<file path="src/inc/gp_timer_map.svh">
// Register offsets, control field positions, reset values, tick constants.
// Assumes inclusion by bare name from the bench and the timer module.
`ifndef GP_TIMER_MAP_SVH
`define GP_TIMER_MAP_SVH
// ------------------------------------------------------------
// Register byte offsets
// ------------------------------------------------------------
`define OFS_CTRL_CORE  8'h00
`define OFS_CTRL_A     8'h04
`define OFS_CTRL_B     8'h08
`define OFS_CNT_CORE   8'h0C
`define OFS_CNT_A      8'h10
`define OFS_CNT_B      8'h14
`define OFS_IRQ_STS    8'h18
`define OFS_IRQ_CLR    8'h1C
`define OFS_IRQ_EN     8'h20
`define OFS_STATUS     8'h24
// ------------------------------------------------------------
// Control register field positions
// ------------------------------------------------------------
`define CTL_MODE_LSB   0
`define CTL_RUN        2
`define CTL_DIR        3
`define CTL_DIRPIN     4
`define CTL_PRESC_LSB  5
`define CTL_EDGE_LSB   8
`define CTL_GATE_LOW   10
`define CTL_OTL_SRC    11
`define CTL_AUX_LSB    12
`define CTL_TRIG_LSB   14
// ------------------------------------------------------------
// Reset values and timing
// ------------------------------------------------------------
`define CTRL_RST       16'h0000
`define CNT_RST        16'h0000
`define IEN_RST        3'h0
`define RESOLUTION_CLKS 4
`define PRE_MASK_ALL   10'h3FF
`define PRE_SHIFT_MAX  4'h8
`define RESP_OKAY      2'h0
`define RESP_SLVERR    2'h2
`endif

</file>
<file path="src/inc/gp_timer_pkg.sv">
// Types shared by the timer module: modes, control fields, state record.
// Assumes the map header is on the include path.
package gp_timer_pkg;
  // ------------------------------------------------------------
  // Enumerations
  // ------------------------------------------------------------
  typedef enum logic [1:0] {
    MODE_TIMER = 2'b00, MODE_GATED = 2'b01, MODE_COUNT = 2'b10, MODE_QUAD = 2'b11
  } tmr_mode_e;
  typedef enum logic [1:0] {
    AUX_COUNT = 2'b00, AUX_CAPTURE = 2'b01, AUX_RELOAD = 2'b10, AUX_RSVD = 2'b11
  } aux_cfg_e;
  typedef enum logic [3:0] {
    SEL_CTRL0 = 4'h0, SEL_CTRL1 = 4'h1, SEL_CTRL2 = 4'h2, SEL_CNT0 = 4'h3,
    SEL_CNT1 = 4'h4, SEL_CNT2 = 4'h5, SEL_ISTS = 4'h6, SEL_ICLR = 4'h7,
    SEL_IEN = 4'h8, SEL_STAT = 4'h9, SEL_NONE = 4'hF
  } reg_sel_e;
  // ------------------------------------------------------------
  // Records
  // ------------------------------------------------------------
  typedef struct packed {
    tmr_mode_e  mode;
    logic       run;
    logic       dir;
    logic       dir_pin;
    logic [2:0] presc;
    logic [1:0] edge_sel;
    logic       gate_low;
    logic       otl_src;
    aux_cfg_e   aux;
    logic [1:0] trig;
  } tmr_ctrl_s;
  typedef struct packed {
    logic [2:0][15:0] ctrl;
    logic [2:0][15:0] cnt;
    logic [2:0]       pend;
    logic [5:0]       s1;
    logic [5:0]       s2;
    logic [5:0]       s3;
    logic [5:0]       stb;
    logic             otl;
    logic             otl_d;
    logic [9:0]       pre;
    logic [2:0]       ists;
    logic [2:0]       ien;
    logic             irq;
    logic             aw_have;
    logic             w_have;
    logic [7:0]       awaddr;
    logic [31:0]      wdata;
    logic [3:0]       wstrb;
    logic             bvalid;
    logic [1:0]       bresp;
    logic             rvalid;
    logic [31:0]      rdata;
    logic [1:0]       rresp;
  } state_s;
endpackage

</file>
<file path="src/rtl/gp_timer_module_one.sv">
// Three 16-bit timers (core, aux a, aux b) with AXI4-Lite registers.
// Assumes pins are asynchronous to clk_sys_in; one clock, sync reset.
// Contract
// - 16-bit timers, chainable through toggle latch
// - timer, gated, counter, quadrature modes
// - timer mode counts prescaled system clock
// - counter mode counts input pin events
// - gated mode counts while gate active
// - one input pin: gate or clock
// - at most one step per four clocks, except quadrature mode
// - direction by bit, optionally by pin
// - quadrature decodes two sensor phases
// - core latch toggles on wrap
// - latch drives toggle output pin
// - latch can clock either aux timer
// - aux capture/reload stops aux counting
// - capture copies core on pin event
// - reload core by pin or latch edge
// - opposite-edge reloads alternate for PWM
`timescale 1ns/10ps
`include "gp_timer_map.svh"
module gp_timer_module_one (
  // Clock and reset
  input  wire logic        clk_sys_in,
  input  wire logic        rst_n_in,
  // AXI4-Lite write address
  input  wire logic        awvalid_in,
  output logic             awready_out,
  input  wire logic [7:0]  awaddr_in,
  // AXI4-Lite write data
  input  wire logic        wvalid_in,
  output logic             wready_out,
  input  wire logic [31:0] wdata_in,
  input  wire logic [3:0]  wstrb_in,
  // AXI4-Lite write response
  output logic             bvalid_out,
  input  wire logic        bready_in,
  output logic [1:0]       bresp_out,
  // AXI4-Lite read address
  input  wire logic        arvalid_in,
  output logic             arready_out,
  input  wire logic [7:0]  araddr_in,
  // AXI4-Lite read data
  output logic             rvalid_out,
  input  wire logic        rready_in,
  output logic [31:0]      rdata_out,
  output logic [1:0]       rresp_out,
  // Timer pins: index 0 core, 1 aux a, 2 aux b
  input  wire logic [2:0]  timer_gate_clock_input_in,
  input  wire logic [2:0]  timer_direction_input_in,
  // Outputs
  output logic             toggle_output_pin_out,
  output logic             irq_out
);

  // ------------------------------------------------------------
  // State
  // ------------------------------------------------------------
  gp_timer_pkg::state_s s_r;
  gp_timer_pkg::state_s s_nxt;

  // ------------------------------------------------------------
  // Functions
  // ------------------------------------------------------------
  // Split a raw control word into fields
  function automatic gp_timer_pkg::tmr_ctrl_s ctrl_fn(input logic [15:0] r);
    gp_timer_pkg::tmr_ctrl_s c;
    c.mode     = gp_timer_pkg::tmr_mode_e'(r[`CTL_MODE_LSB +: 2]);
    c.run      = r[`CTL_RUN];
    c.dir      = r[`CTL_DIR];
    c.dir_pin  = r[`CTL_DIRPIN];
    c.presc    = r[`CTL_PRESC_LSB +: 3];
    c.edge_sel = r[`CTL_EDGE_LSB +: 2];
    c.gate_low = r[`CTL_GATE_LOW];
    c.otl_src  = r[`CTL_OTL_SRC];
    c.aux      = gp_timer_pkg::aux_cfg_e'(r[`CTL_AUX_LSB +: 2]);
    c.trig     = r[`CTL_TRIG_LSB +: 2];
    return c;
  endfunction

  // Prescaled tick: once per 4 * 2^p clocks
  // One free-running counter keeps all timers in step
  function automatic logic tick_fn(input logic [9:0] pre, input logic [2:0] p);
    logic [9:0] m;
    m = `PRE_MASK_ALL >> (`PRE_SHIFT_MAX - {1'b0, p});
    return &(pre | ~m);
  endfunction

  // Edge select: bit 0 rising, bit 1 falling
  function automatic logic edge_fn(input logic [1:0] sel, input logic r,
                                   input logic f);
    return (sel[0] & r) | (sel[1] & f);
  endfunction

  // Address decode shared by read and write
  function automatic gp_timer_pkg::reg_sel_e sel_fn(input logic [7:0] a);
    case (a)
      `OFS_CTRL_CORE: return gp_timer_pkg::SEL_CTRL0;
      `OFS_CTRL_A:    return gp_timer_pkg::SEL_CTRL1;
      `OFS_CTRL_B:    return gp_timer_pkg::SEL_CTRL2;
      `OFS_CNT_CORE:  return gp_timer_pkg::SEL_CNT0;
      `OFS_CNT_A:     return gp_timer_pkg::SEL_CNT1;
      `OFS_CNT_B:     return gp_timer_pkg::SEL_CNT2;
      `OFS_IRQ_STS:   return gp_timer_pkg::SEL_ISTS;
      `OFS_IRQ_CLR:   return gp_timer_pkg::SEL_ICLR;
      `OFS_IRQ_EN:    return gp_timer_pkg::SEL_IEN;
      `OFS_STATUS:    return gp_timer_pkg::SEL_STAT;
      default:        return gp_timer_pkg::SEL_NONE;
    endcase
  endfunction

  // Byte-lane merge into a 16-bit register
  function automatic logic [15:0] merge_fn(input logic [15:0] old,
                                           input logic [31:0] d,
                                           input logic [3:0] st);
    logic [15:0] v;
    v = old;
    if (st[0]) begin
      v[7:0] = d[7:0];
    end
    if (st[1]) begin
      v[15:8] = d[15:8];
    end
    return v;
  endfunction

  // ------------------------------------------------------------
  // Bus handshakes
  // ------------------------------------------------------------
  // One write and one read in flight at most
  // Ready drops while an answer waits, so none is lost
  assign awready_out = !s_r.aw_have && !s_r.bvalid;
  assign wready_out  = !s_r.w_have && !s_r.bvalid;
  assign arready_out = !s_r.rvalid;
  // Registered outputs
  assign bvalid_out            = s_r.bvalid;
  assign bresp_out             = s_r.bresp;
  assign rvalid_out            = s_r.rvalid;
  assign rdata_out             = s_r.rdata;
  assign rresp_out             = s_r.rresp;
  assign toggle_output_pin_out = s_r.otl;
  assign irq_out               = s_r.irq;

  // ------------------------------------------------------------
  // Next state
  // ------------------------------------------------------------
  always_comb begin
    gp_timer_pkg::tmr_ctrl_s c [3];
    gp_timer_pkg::reg_sel_e  ws;
    gp_timer_pkg::reg_sel_e  rs;
    logic [5:0]  rise;
    logic [5:0]  fall;
    logic [2:0]  step;
    logic [2:0]  dn;
    logic [2:0]  pin_ev;
    logic [2:0]  set;
    logic [2:0]  clr;
    logic [15:0] rv;
    logic        base;
    logic        otl_r;
    logic        otl_f;
    logic        src_ev;
    logic        a_ev;
    logic        b_ev;
    logic        trig;

    s_nxt  = s_r;
    ws     = gp_timer_pkg::SEL_NONE;
    rs     = gp_timer_pkg::SEL_NONE;
    rise   = 6'h00;
    fall   = 6'h00;
    step   = 3'h0;
    dn     = 3'h0;
    pin_ev = 3'h0;
    set    = 3'h0;
    clr    = 3'h0;
    rv     = 16'h0000;
    base   = 1'b0;
    otl_r  = 1'b0;
    otl_f  = 1'b0;
    src_ev = 1'b0;
    a_ev   = 1'b0;
    b_ev   = 1'b0;
    trig   = 1'b0;

    for (int k = 0; k < 3; k++) begin
      c[k] = ctrl_fn(s_r.ctrl[k]);
    end

    // Pin synchroniser, stable once stages two and three agree
    // Stage one feeds only stage two, never the logic
    s_nxt.s1 = {timer_direction_input_in, timer_gate_clock_input_in};
    s_nxt.s2 = s_r.s1;
    s_nxt.s3 = s_r.s2;
    for (int k = 0; k < 6; k++) begin
      if (s_r.s2[k] == s_r.s3[k]) begin
        s_nxt.stb[k] = s_r.s3[k];
      end
    end

    // Edges from the filtered level; idle and reset are low
    rise = s_nxt.stb & ~s_r.stb;
    fall = ~s_nxt.stb & s_r.stb;

    // Prescaler and latch edge history
    // Latch edges reach aux logic one cycle after the toggle
    s_nxt.pre   = s_r.pre + 10'h001;
    base        = (s_r.pre[1:0] == 2'b11);
    s_nxt.otl_d = s_r.otl;
    otl_r       = s_r.otl & ~s_r.otl_d;
    otl_f       = ~s_r.otl & s_r.otl_d;

    // Per-timer counting
    for (int i = 0; i < 3; i++) begin
      pin_ev[i] = edge_fn(c[i].edge_sel, rise[i], fall[i]);
      dn[i]     = c[i].dir ^ (c[i].dir_pin & s_r.stb[3+i]);
      if (i > 0 && c[i].otl_src) begin
        src_ev = edge_fn(c[i].edge_sel, otl_r, otl_f);
      end else begin
        src_ev = pin_ev[i];
      end

      // Any change on either phase pin
      a_ev = rise[i] | fall[i];
      b_ev = rise[3+i] | fall[3+i];
      // Stale events dropped outside counter mode
      s_nxt.pend[i] = 1'b0;
      unique case (c[i].mode)
        gp_timer_pkg::MODE_TIMER: begin
          step[i] = c[i].run & tick_fn(s_r.pre, c[i].presc);
        end
        gp_timer_pkg::MODE_GATED: begin
          step[i] = c[i].run & tick_fn(s_r.pre, c[i].presc)
                    & (s_r.stb[i] ^ c[i].gate_low);
        end
        gp_timer_pkg::MODE_COUNT: begin
          // Events wait for the next base tick
          s_nxt.pend[i] = s_r.pend[i] | src_ev;
          step[i]       = c[i].run & base & s_nxt.pend[i];
          // Events seen while stopped are not kept
          if (base || !c[i].run) begin
            s_nxt.pend[i] = 1'b0;
          end
        end
        gp_timer_pkg::MODE_QUAD: begin
          // Phase A on clock pin, phase B on direction pin
          // Both phases moving together is dropped as noise
          step[i] = c[i].run & (a_ev ^ b_ev);
          if (a_ev) begin
            dn[i] = ~(s_nxt.stb[i] ^ s_r.stb[3+i]) ^ c[i].dir;
          end else begin
            dn[i] = (s_nxt.stb[3+i] ^ s_r.stb[i]) ^ c[i].dir;
          end
        end
      endcase

      // Aux in capture or reload role is held
      if (i > 0 && (c[i].aux == gp_timer_pkg::AUX_CAPTURE ||
                    c[i].aux == gp_timer_pkg::AUX_RELOAD)) begin
        step[i] = 1'b0;
      end

      if (step[i]) begin
        s_nxt.cnt[i] = dn[i] ? s_r.cnt[i] - 16'h0001 : s_r.cnt[i] + 16'h0001;
        if (dn[i] ? (s_r.cnt[i] == 16'h0000) : (s_r.cnt[i] == 16'hFFFF)) begin
          set[i] = 1'b1;
          if (i == 0) begin
            s_nxt.otl = ~s_r.otl;
          end
        end
      end
    end

    // Capture into aux, reload core from aux
    // Aux b is handled last, so it wins a shared trigger
    for (int j = 1; j < 3; j++) begin
      if (c[j].aux == gp_timer_pkg::AUX_CAPTURE && pin_ev[j]) begin
        s_nxt.cnt[j] = s_r.cnt[0];
        set[j]       = 1'b1;
      end
      if (c[j].aux == gp_timer_pkg::AUX_RELOAD) begin
        unique case (c[j].trig)
          2'b00: trig = pin_ev[j];
          2'b01: trig = otl_r;
          2'b10: trig = otl_f;
          2'b11: trig = otl_r | otl_f;
        endcase
        // Rising and falling reloads from the two aux alternate
        if (trig) begin
          s_nxt.cnt[0] = s_r.cnt[j];
          set[j]       = 1'b1;
        end
      end
    end

    // Write channel capture
    if (awvalid_in && awready_out) begin
      s_nxt.aw_have = 1'b1;
      s_nxt.awaddr  = awaddr_in;
    end
    if (wvalid_in && wready_out) begin
      s_nxt.w_have = 1'b1;
      s_nxt.wdata  = wdata_in;
      s_nxt.wstrb  = wstrb_in;
    end
    if (s_r.bvalid && bready_in) begin
      s_nxt.bvalid = 1'b0;
    end

    // Register write once address and data are both held
    // Counter and control writes come last and override hardware updates
    if (s_r.aw_have && s_r.w_have) begin
      ws            = sel_fn(s_r.awaddr);
      s_nxt.aw_have = 1'b0;
      s_nxt.w_have  = 1'b0;
      s_nxt.bvalid  = 1'b1;
      s_nxt.bresp   = `RESP_OKAY;
      unique case (ws)
        gp_timer_pkg::SEL_CTRL0: s_nxt.ctrl[0] = merge_fn(s_r.ctrl[0], s_r.wdata, s_r.wstrb);
        gp_timer_pkg::SEL_CTRL1: s_nxt.ctrl[1] = merge_fn(s_r.ctrl[1], s_r.wdata, s_r.wstrb);
        gp_timer_pkg::SEL_CTRL2: s_nxt.ctrl[2] = merge_fn(s_r.ctrl[2], s_r.wdata, s_r.wstrb);
        gp_timer_pkg::SEL_CNT0:  s_nxt.cnt[0]  = merge_fn(s_r.cnt[0], s_r.wdata, s_r.wstrb);
        gp_timer_pkg::SEL_CNT1:  s_nxt.cnt[1]  = merge_fn(s_r.cnt[1], s_r.wdata, s_r.wstrb);
        gp_timer_pkg::SEL_CNT2:  s_nxt.cnt[2]  = merge_fn(s_r.cnt[2], s_r.wdata, s_r.wstrb);
        gp_timer_pkg::SEL_ICLR:  clr = s_r.wstrb[0] ? s_r.wdata[2:0] : 3'h0;
        gp_timer_pkg::SEL_IEN: begin
          if (s_r.wstrb[0]) begin
            s_nxt.ien = s_r.wdata[2:0];
          end
        end
        gp_timer_pkg::SEL_ISTS, gp_timer_pkg::SEL_STAT: begin
          s_nxt.bresp = `RESP_OKAY; // Read-only, write ignored
        end
        default: s_nxt.bresp = `RESP_SLVERR;
      endcase
    end

    // Sticky flags, a new event beats a clear
    // Irq changes on the same edge as status or enable
    s_nxt.ists = (s_r.ists & ~clr) | set;
    s_nxt.irq  = |(s_nxt.ists & s_nxt.ien);

    // Read channel
    // Unmapped reads return zero with an error response
    if (s_r.rvalid && rready_in) begin
      s_nxt.rvalid = 1'b0;
    end
    if (arvalid_in && arready_out) begin
      rs          = sel_fn(araddr_in);
      s_nxt.rresp = `RESP_OKAY;
      unique case (rs)
        gp_timer_pkg::SEL_CTRL0: rv = s_r.ctrl[0];
        gp_timer_pkg::SEL_CTRL1: rv = s_r.ctrl[1];
        gp_timer_pkg::SEL_CTRL2: rv = s_r.ctrl[2];
        gp_timer_pkg::SEL_CNT0:  rv = s_r.cnt[0];
        gp_timer_pkg::SEL_CNT1:  rv = s_r.cnt[1];
        gp_timer_pkg::SEL_CNT2:  rv = s_r.cnt[2];
        gp_timer_pkg::SEL_ISTS:  rv = {13'h0000, s_r.ists};
        gp_timer_pkg::SEL_ICLR:  rv = 16'h0000;
        gp_timer_pkg::SEL_IEN:   rv = {13'h0000, s_r.ien};
        gp_timer_pkg::SEL_STAT:  rv = {9'h000, s_r.stb, s_r.otl};
        default:                 s_nxt.rresp = `RESP_SLVERR;
      endcase
      s_nxt.rvalid = 1'b1;
      s_nxt.rdata  = {16'h0000, rv};
    end
  end

  // ------------------------------------------------------------
  // State register
  // ------------------------------------------------------------
  // Synchronous reset to all-zero state
  // Zero state leaves pins and latch idle low
  always_ff @(posedge clk_sys_in) begin
    if (!rst_n_in) begin
      s_r <= '0;
    end else begin
      s_r <= s_nxt;
    end
  end

endmodule
</file>
<file path="config.mk">
export PLATFORM = sky130hd
export DESIGN_NAME = gp_timer_module_one
export DESIGN_NICKNAME = d
export VERILOG_FILES = /design/src/inc/gp_timer_pkg.sv /design/src/rtl/gp_timer_module_one.sv
export VERILOG_INCLUDE_DIRS = /design/src /design/src/inc
export SDC_FILE = /design/constraint.sdc
export NUM_CORES = 1
export LEC_CHECK = 0
export BUFFER_PORTS_ARGS = -buffer_cell sky130_fd_sc_hd__buf_2
export CORE_UTILIZATION = 50
export CTS_CLUSTER_DIAMETER = 100
export DETAILED_ROUTE_END_ITERATION = 7
export HOLD_SLACK_MARGIN = 0.03
export PLACE_DENSITY = 0.81
export SLEW_MARGIN = 20
export SYNTH_ARGS = -nofsm -noshare
export SYNTH_HDL_FRONTEND = slang
export SYNTH_SLANG_ARGS = --single-unit
</file>
<file path="constraint.sdc">
create_clock -name clk_sys_in -period 13.3 [get_ports clk_sys_in]
set_input_delay 0.665 -clock clk_sys_in [delete_from_list [all_inputs] [get_ports clk_sys_in]]
set_output_delay 0.665 -clock clk_sys_in [all_outputs]
set_load 0.05 [all_outputs]
</file>
## Word-level counts from Yosys, hierarchy flattened

Index checks and enable logic that the tools add are counted.

| storage, ports and cells | value |
|---|---|
| logic and storage cells | 334 |
| output and inout bits | 43 |
| bits in registers | 192 |
| input bits | 65 |

| cells by class | value |
|---|---|
| reductions and logical operators | 53 |
| shifts and indexed selects | 3 |
| multiplexer cells | 73 |
| add/subtract/negate cells | 10 |
| bitwise operators | 89 |
| equal/unequal tests | 71 |

Operators by type and width:

| operator | count |
|---|---|
| $mux W16 | 15 |
| $pmux W16 S9 | 1 |
| $pmux W4 S10 | 2 |
| $eq A8 B5 Y1 const B | 8 |
| $add A16 B1 Y16 const B | 3 |
| $eq A16 B16 Y1 const B | 3 |
| $logic_not A16 Y1 | 3 |
| $mux W48 | 1 |
| $sub A16 B1 Y16 const B | 3 |
| $mux W1 | 35 |
| $mux W35 | 1 |
| $eq A4 B3 Y1 const B | 8 |
| $eq A8 B4 Y1 const B | 4 |
| $eq A8 B6 Y1 const B | 4 |
| $and A1 B1 Y1 | 30 |
| $not A10 Y10 | 3 |
| $or A10 B10 Y10 | 3 |
| $reduce_and A10 Y1 | 3 |
| $shr A10 B4 Y10 const A | 3 |
| $eq A2 B2 Y1 const B | 13 |
| $mux W3 | 7 |
| $xor A1 B1 Y1 | 21 |
| $pmux W1 S4 | 5 |
| $reduce_or A10 Y1 | 2 |
| other kinds (30) | 118 |

## Logic depth before layout (Yosys ltp)

| logic depth | value |
|---|---|
| depth after elaboration | 18 |
| depth in mapped cells | 17 |
| gate-level depth less buffers | 17 |

## Least setup slack after synthesis

OpenSTA, ideal clock, no wires.

| path | value |
|---|---|
| path type | flip-flop to flip-flop |
| start | register s_r[104] in the netlist's numbering |
| end | register s_r[158] in the netlist's numbering |
| stages on the path, launching flop included | 17 |
| library setup time | 0.119 ns |
| slack | 8.863 ns |
| data required time | 13.181 ns |
| arrival | 4.319 ns |
| clock period less this slack | 4.437 ns |
| path buffers | 0 |
| path through | dfxtp_1 > maj3_1 > ha_1 > nor3_1 > a21oi_1 > a2bb2oi_1 > xnor2_1 > ha_1 > a21o_1 > a21oi_1 > o21ai_0 > a31o_2 > a22oi_1 > a21oi_1 > xnor2_1 > a21oi_1 > o221a_2 |

RTL lines:

| item | line | text |
|---|---|---|
| from (decl) | gp_timer_module_one.sv:59 | `gp_timer_pkg::state_s s_r;` |
| from (signal assigned) | gp_timer_module_one.sv:378 | `s_r <= s_nxt;` |

==> results.toml <==
[outcome]
outcome = "finished, final reports clean"

[synth]
ys_seq_elements = 190
async_reset_ff_share_pct = 0
yosysSeqAreaShare_pct = 31.13
synth_cell_types = 75
syn_inst = 1524
ys_dominant_reg_cell = "dfxtp_1"
yosysWarnings = 0
synth-edff-count = 0
avgSynthCellArea_sq_um = 8.016
netlist_area_sq_mm = 0.01222

[global_routing]
grt_max_degree = 85
grt_pass1_vias = 10407
grt_pass1_wl_um = 57700
grt_remaining_overflow = 0
antenna_found_initial = 0
grtUsageTotal_pct = 30.20

[timing]
finClkSkew_ps = 12.20
finalHoldViolCount = 0
setup_tns_ps = 0
tightestPinTransition_ps = 1028
finalCritPeriodShare_pct = 39.79
rsz0062_at_grt = "false"
slew_violations = 0
slew_headroom_pct = 31.15
timing.fmax_mhz = 189.0
fin_crit_ps = 5292
setup_viol = 0

[floorplanning]
fp.dieArea_sq_mm = 0.02506
die_width_um = 158.3
rows = 56
fp.dieH_um = 158.3
core_sq_mm = 0.02368
pin_count = 108
initial_utilization_pct = 51.58

[pwr]
pwr-share-comb_pct = 6.5
clkPwrFrac_pct = 44.5
p_total_mw = 1.214
pwr_density_cell_mw_per_mm2 = 91.96
pwr-share-seq_pct = 49.1
p_leak_nw = 5.426
peakVddDrop_uv = 73.06
p_int_mw = 0.8619
sw_frac_of_total_pct = 28.99
p_sw_mw = 0.3518

[layout]
layout-drive-gt1-share_pct = 9.734
syn_to_final_growth_pct = 8.030
antenna_cells = 0
fin_nets = 1662

[critical_path]
worst_r2r_path_depth = 17
crit_type = "reg -> reg"
required_ps = 13680
cp-end-kind = "flip-flop"
crit_chain = "maj3_1 -> ha_1 -> nor2_1 -> a22oi_1 -> o22ai_1 -> xnor2_1 -> inv_1 -> ha_1 -> a211oi_1 -> o211ai_1 -> nand2_1 -> o21ai_1 -> o31a_1 -> o21ai_0 -> xnor2_1 -> or3_1 -> a31oi_1"
crit_path_top_delay_cell = "xnor2_1"
cp-start-kind = "flip-flop"
worst_path_largest_cell_delay_ps = 520
arrival_ps = 5670
path_max_fanout = 15

[clock_tree]
hold_buffers = 0
cts_resized = 0
htreeDepth = 4
clkTransAtPathRegs_ps = 80
cts_tree = "done"
worstSkewPairLatency_ps = 460
post_cts_buffers = 0
cts_buffers = 17
cts_root_buf = "clkbuf_16"
clock_sinks = 190
clk_path_buf_depth = 2

[drt]
drt_iter0_drc = 1564
wire_per_inst_um = 20.08
vias_per_cell = 6.360
wl_um = 37340
firstDrtPassIters = 7
num_vias = 11830
final_antenna_net_count = 0
drc = 0

[worst_hold_path]
min_path_cells = 2
hold_class = "in -> reg"

[job]
cap_violations = 0

[placement]
numPortBuffers = 71
place_congestion = 1.002
hpwl_um = 26320
[layer usage]
metal  wire, um  share of wire (%)  up-vias  global-route usage [%]
li1           -                  -     5496                       -
met1      15340                 41     5416                   41.15
met2      15410                 41      773                   44.51
met3       4771                 13      145                   7.485
met4       1823                4.9        0                   14.15
met5          0                  0        -                       0
[cells in the final DEF, fill, tap and decap left out, types with 23 or more instances in the layout]
cell type	n
dfxtp_1	190
nor2_1	153
a21oi_1	152
nand2_1	145
mux2i_1	91
o21ai_0	89
buf_2	71
ha_1	66
inv_1	57
xnor2_1	45
a211oi_1	35
and2_1	31
nand3_1	25
nand2b_1	23
a31oi_1	23
[synthesized netlist by cell type, types with 35 or more instances]
cell type	count	area share [%]
ha_1	66	6.8
o21ai_0	89	3.6
nor2_1	153	4.7
buf_4	37	2.3
mux2i_1	91	7.5
a21oi_1	152	6.2
inv_1	58	1.8
dfxtp_1	190	31
a211oi_1	35	2.2
nand2_1	145	4.5
clkbuf_1	68	2.1
xnor2_1	45	3.2
[sequential cells by signal, indices dropped and copies added (netlist names)]
name	cells
s_nxt	12
s_r	156
bvalid_out	1
rvalid_out	1
bresp_out	1
rdata_out	16
irq_out	1
toggle_output_pin_out	1
rresp_out	1
[final timing paths]
check	start	to	slack [ps]
hold reg to reg	s_nxt[115]	s_nxt[109]	440
setup reg to reg	s_r[103]	s_r[145]	8010
hold / removal	rready_in	rvalid_out	390
setup / recovery	s_r[103]	s_r[145]	8010
[cell type report]
cell class,count,area (sq um)
well taps,319,399.1
fillers,2150,10490
repair buffers,83,445.4
clock inverters,15,193.9
clock buffers,17,425.4
multi-input cells,1178,7710
flip-flops and latches,190,3804
inverters,58,220.2
[critical path: cells and delay by family, from the launching register on]
| kind | cells | cell delay (ps) |
|---|---|---|
| simple gates | 3 | 600 |
| compound gates | 8 | 1830 |
| xor+xnor | 2 | 680 |
| fa+ha+maj | 3 | 1240 |
| buf+inv | 1 | 460 |
| flops | 1 | 390 |
[stage by stage]
step	setup slack (ps)	instances	utilization (%)	hold slack [ps]	area, sq um
floorplan	8863	1541	-	411.9	12280
global placement	8275	1828	53.11	418.6	12580
detailed placement	8175	1828	53.11	417.7	12580
CTS	8128	1860	55.72	392.5	13200
global route	7752	1860	55.73	402.2	13200
finish	8008	1860	55.73	393.6	13200
[cells by family after synthesis]
logic type / Yosys count / synth area share [%]
buffers and inverters: 173 / 6.514
other: 1 / 0.03070
AND/OR/NAND/NOR: 483 / 18.70
XOR/XNOR: 56 / 4.015
multiplexers: 106 / 9.023
adder cells (fa/ha/maj): 75 / 7.743
flip-flops: 190 / 31.13
AO/OA/AOI/OAI: 440 / 22.84
[power by group through the flow]
stage | clock (mW) | combinational, mW | sequential (mW)
2_1_floorplan | 0 | 0.0635 | 0.600
3_3_place_gp | 0 | 0.0762 | 0.607
3_5_place_dp | 0 | 0.0775 | 0.607
4_1_cts | 0.540 | 0.0778 | 0.594
5_1_grt | 0.566 | 0.0856 | 0.596
6_report | 0.540 | 0.0787 | 0.595
Power figures use the tool's default switching activity.
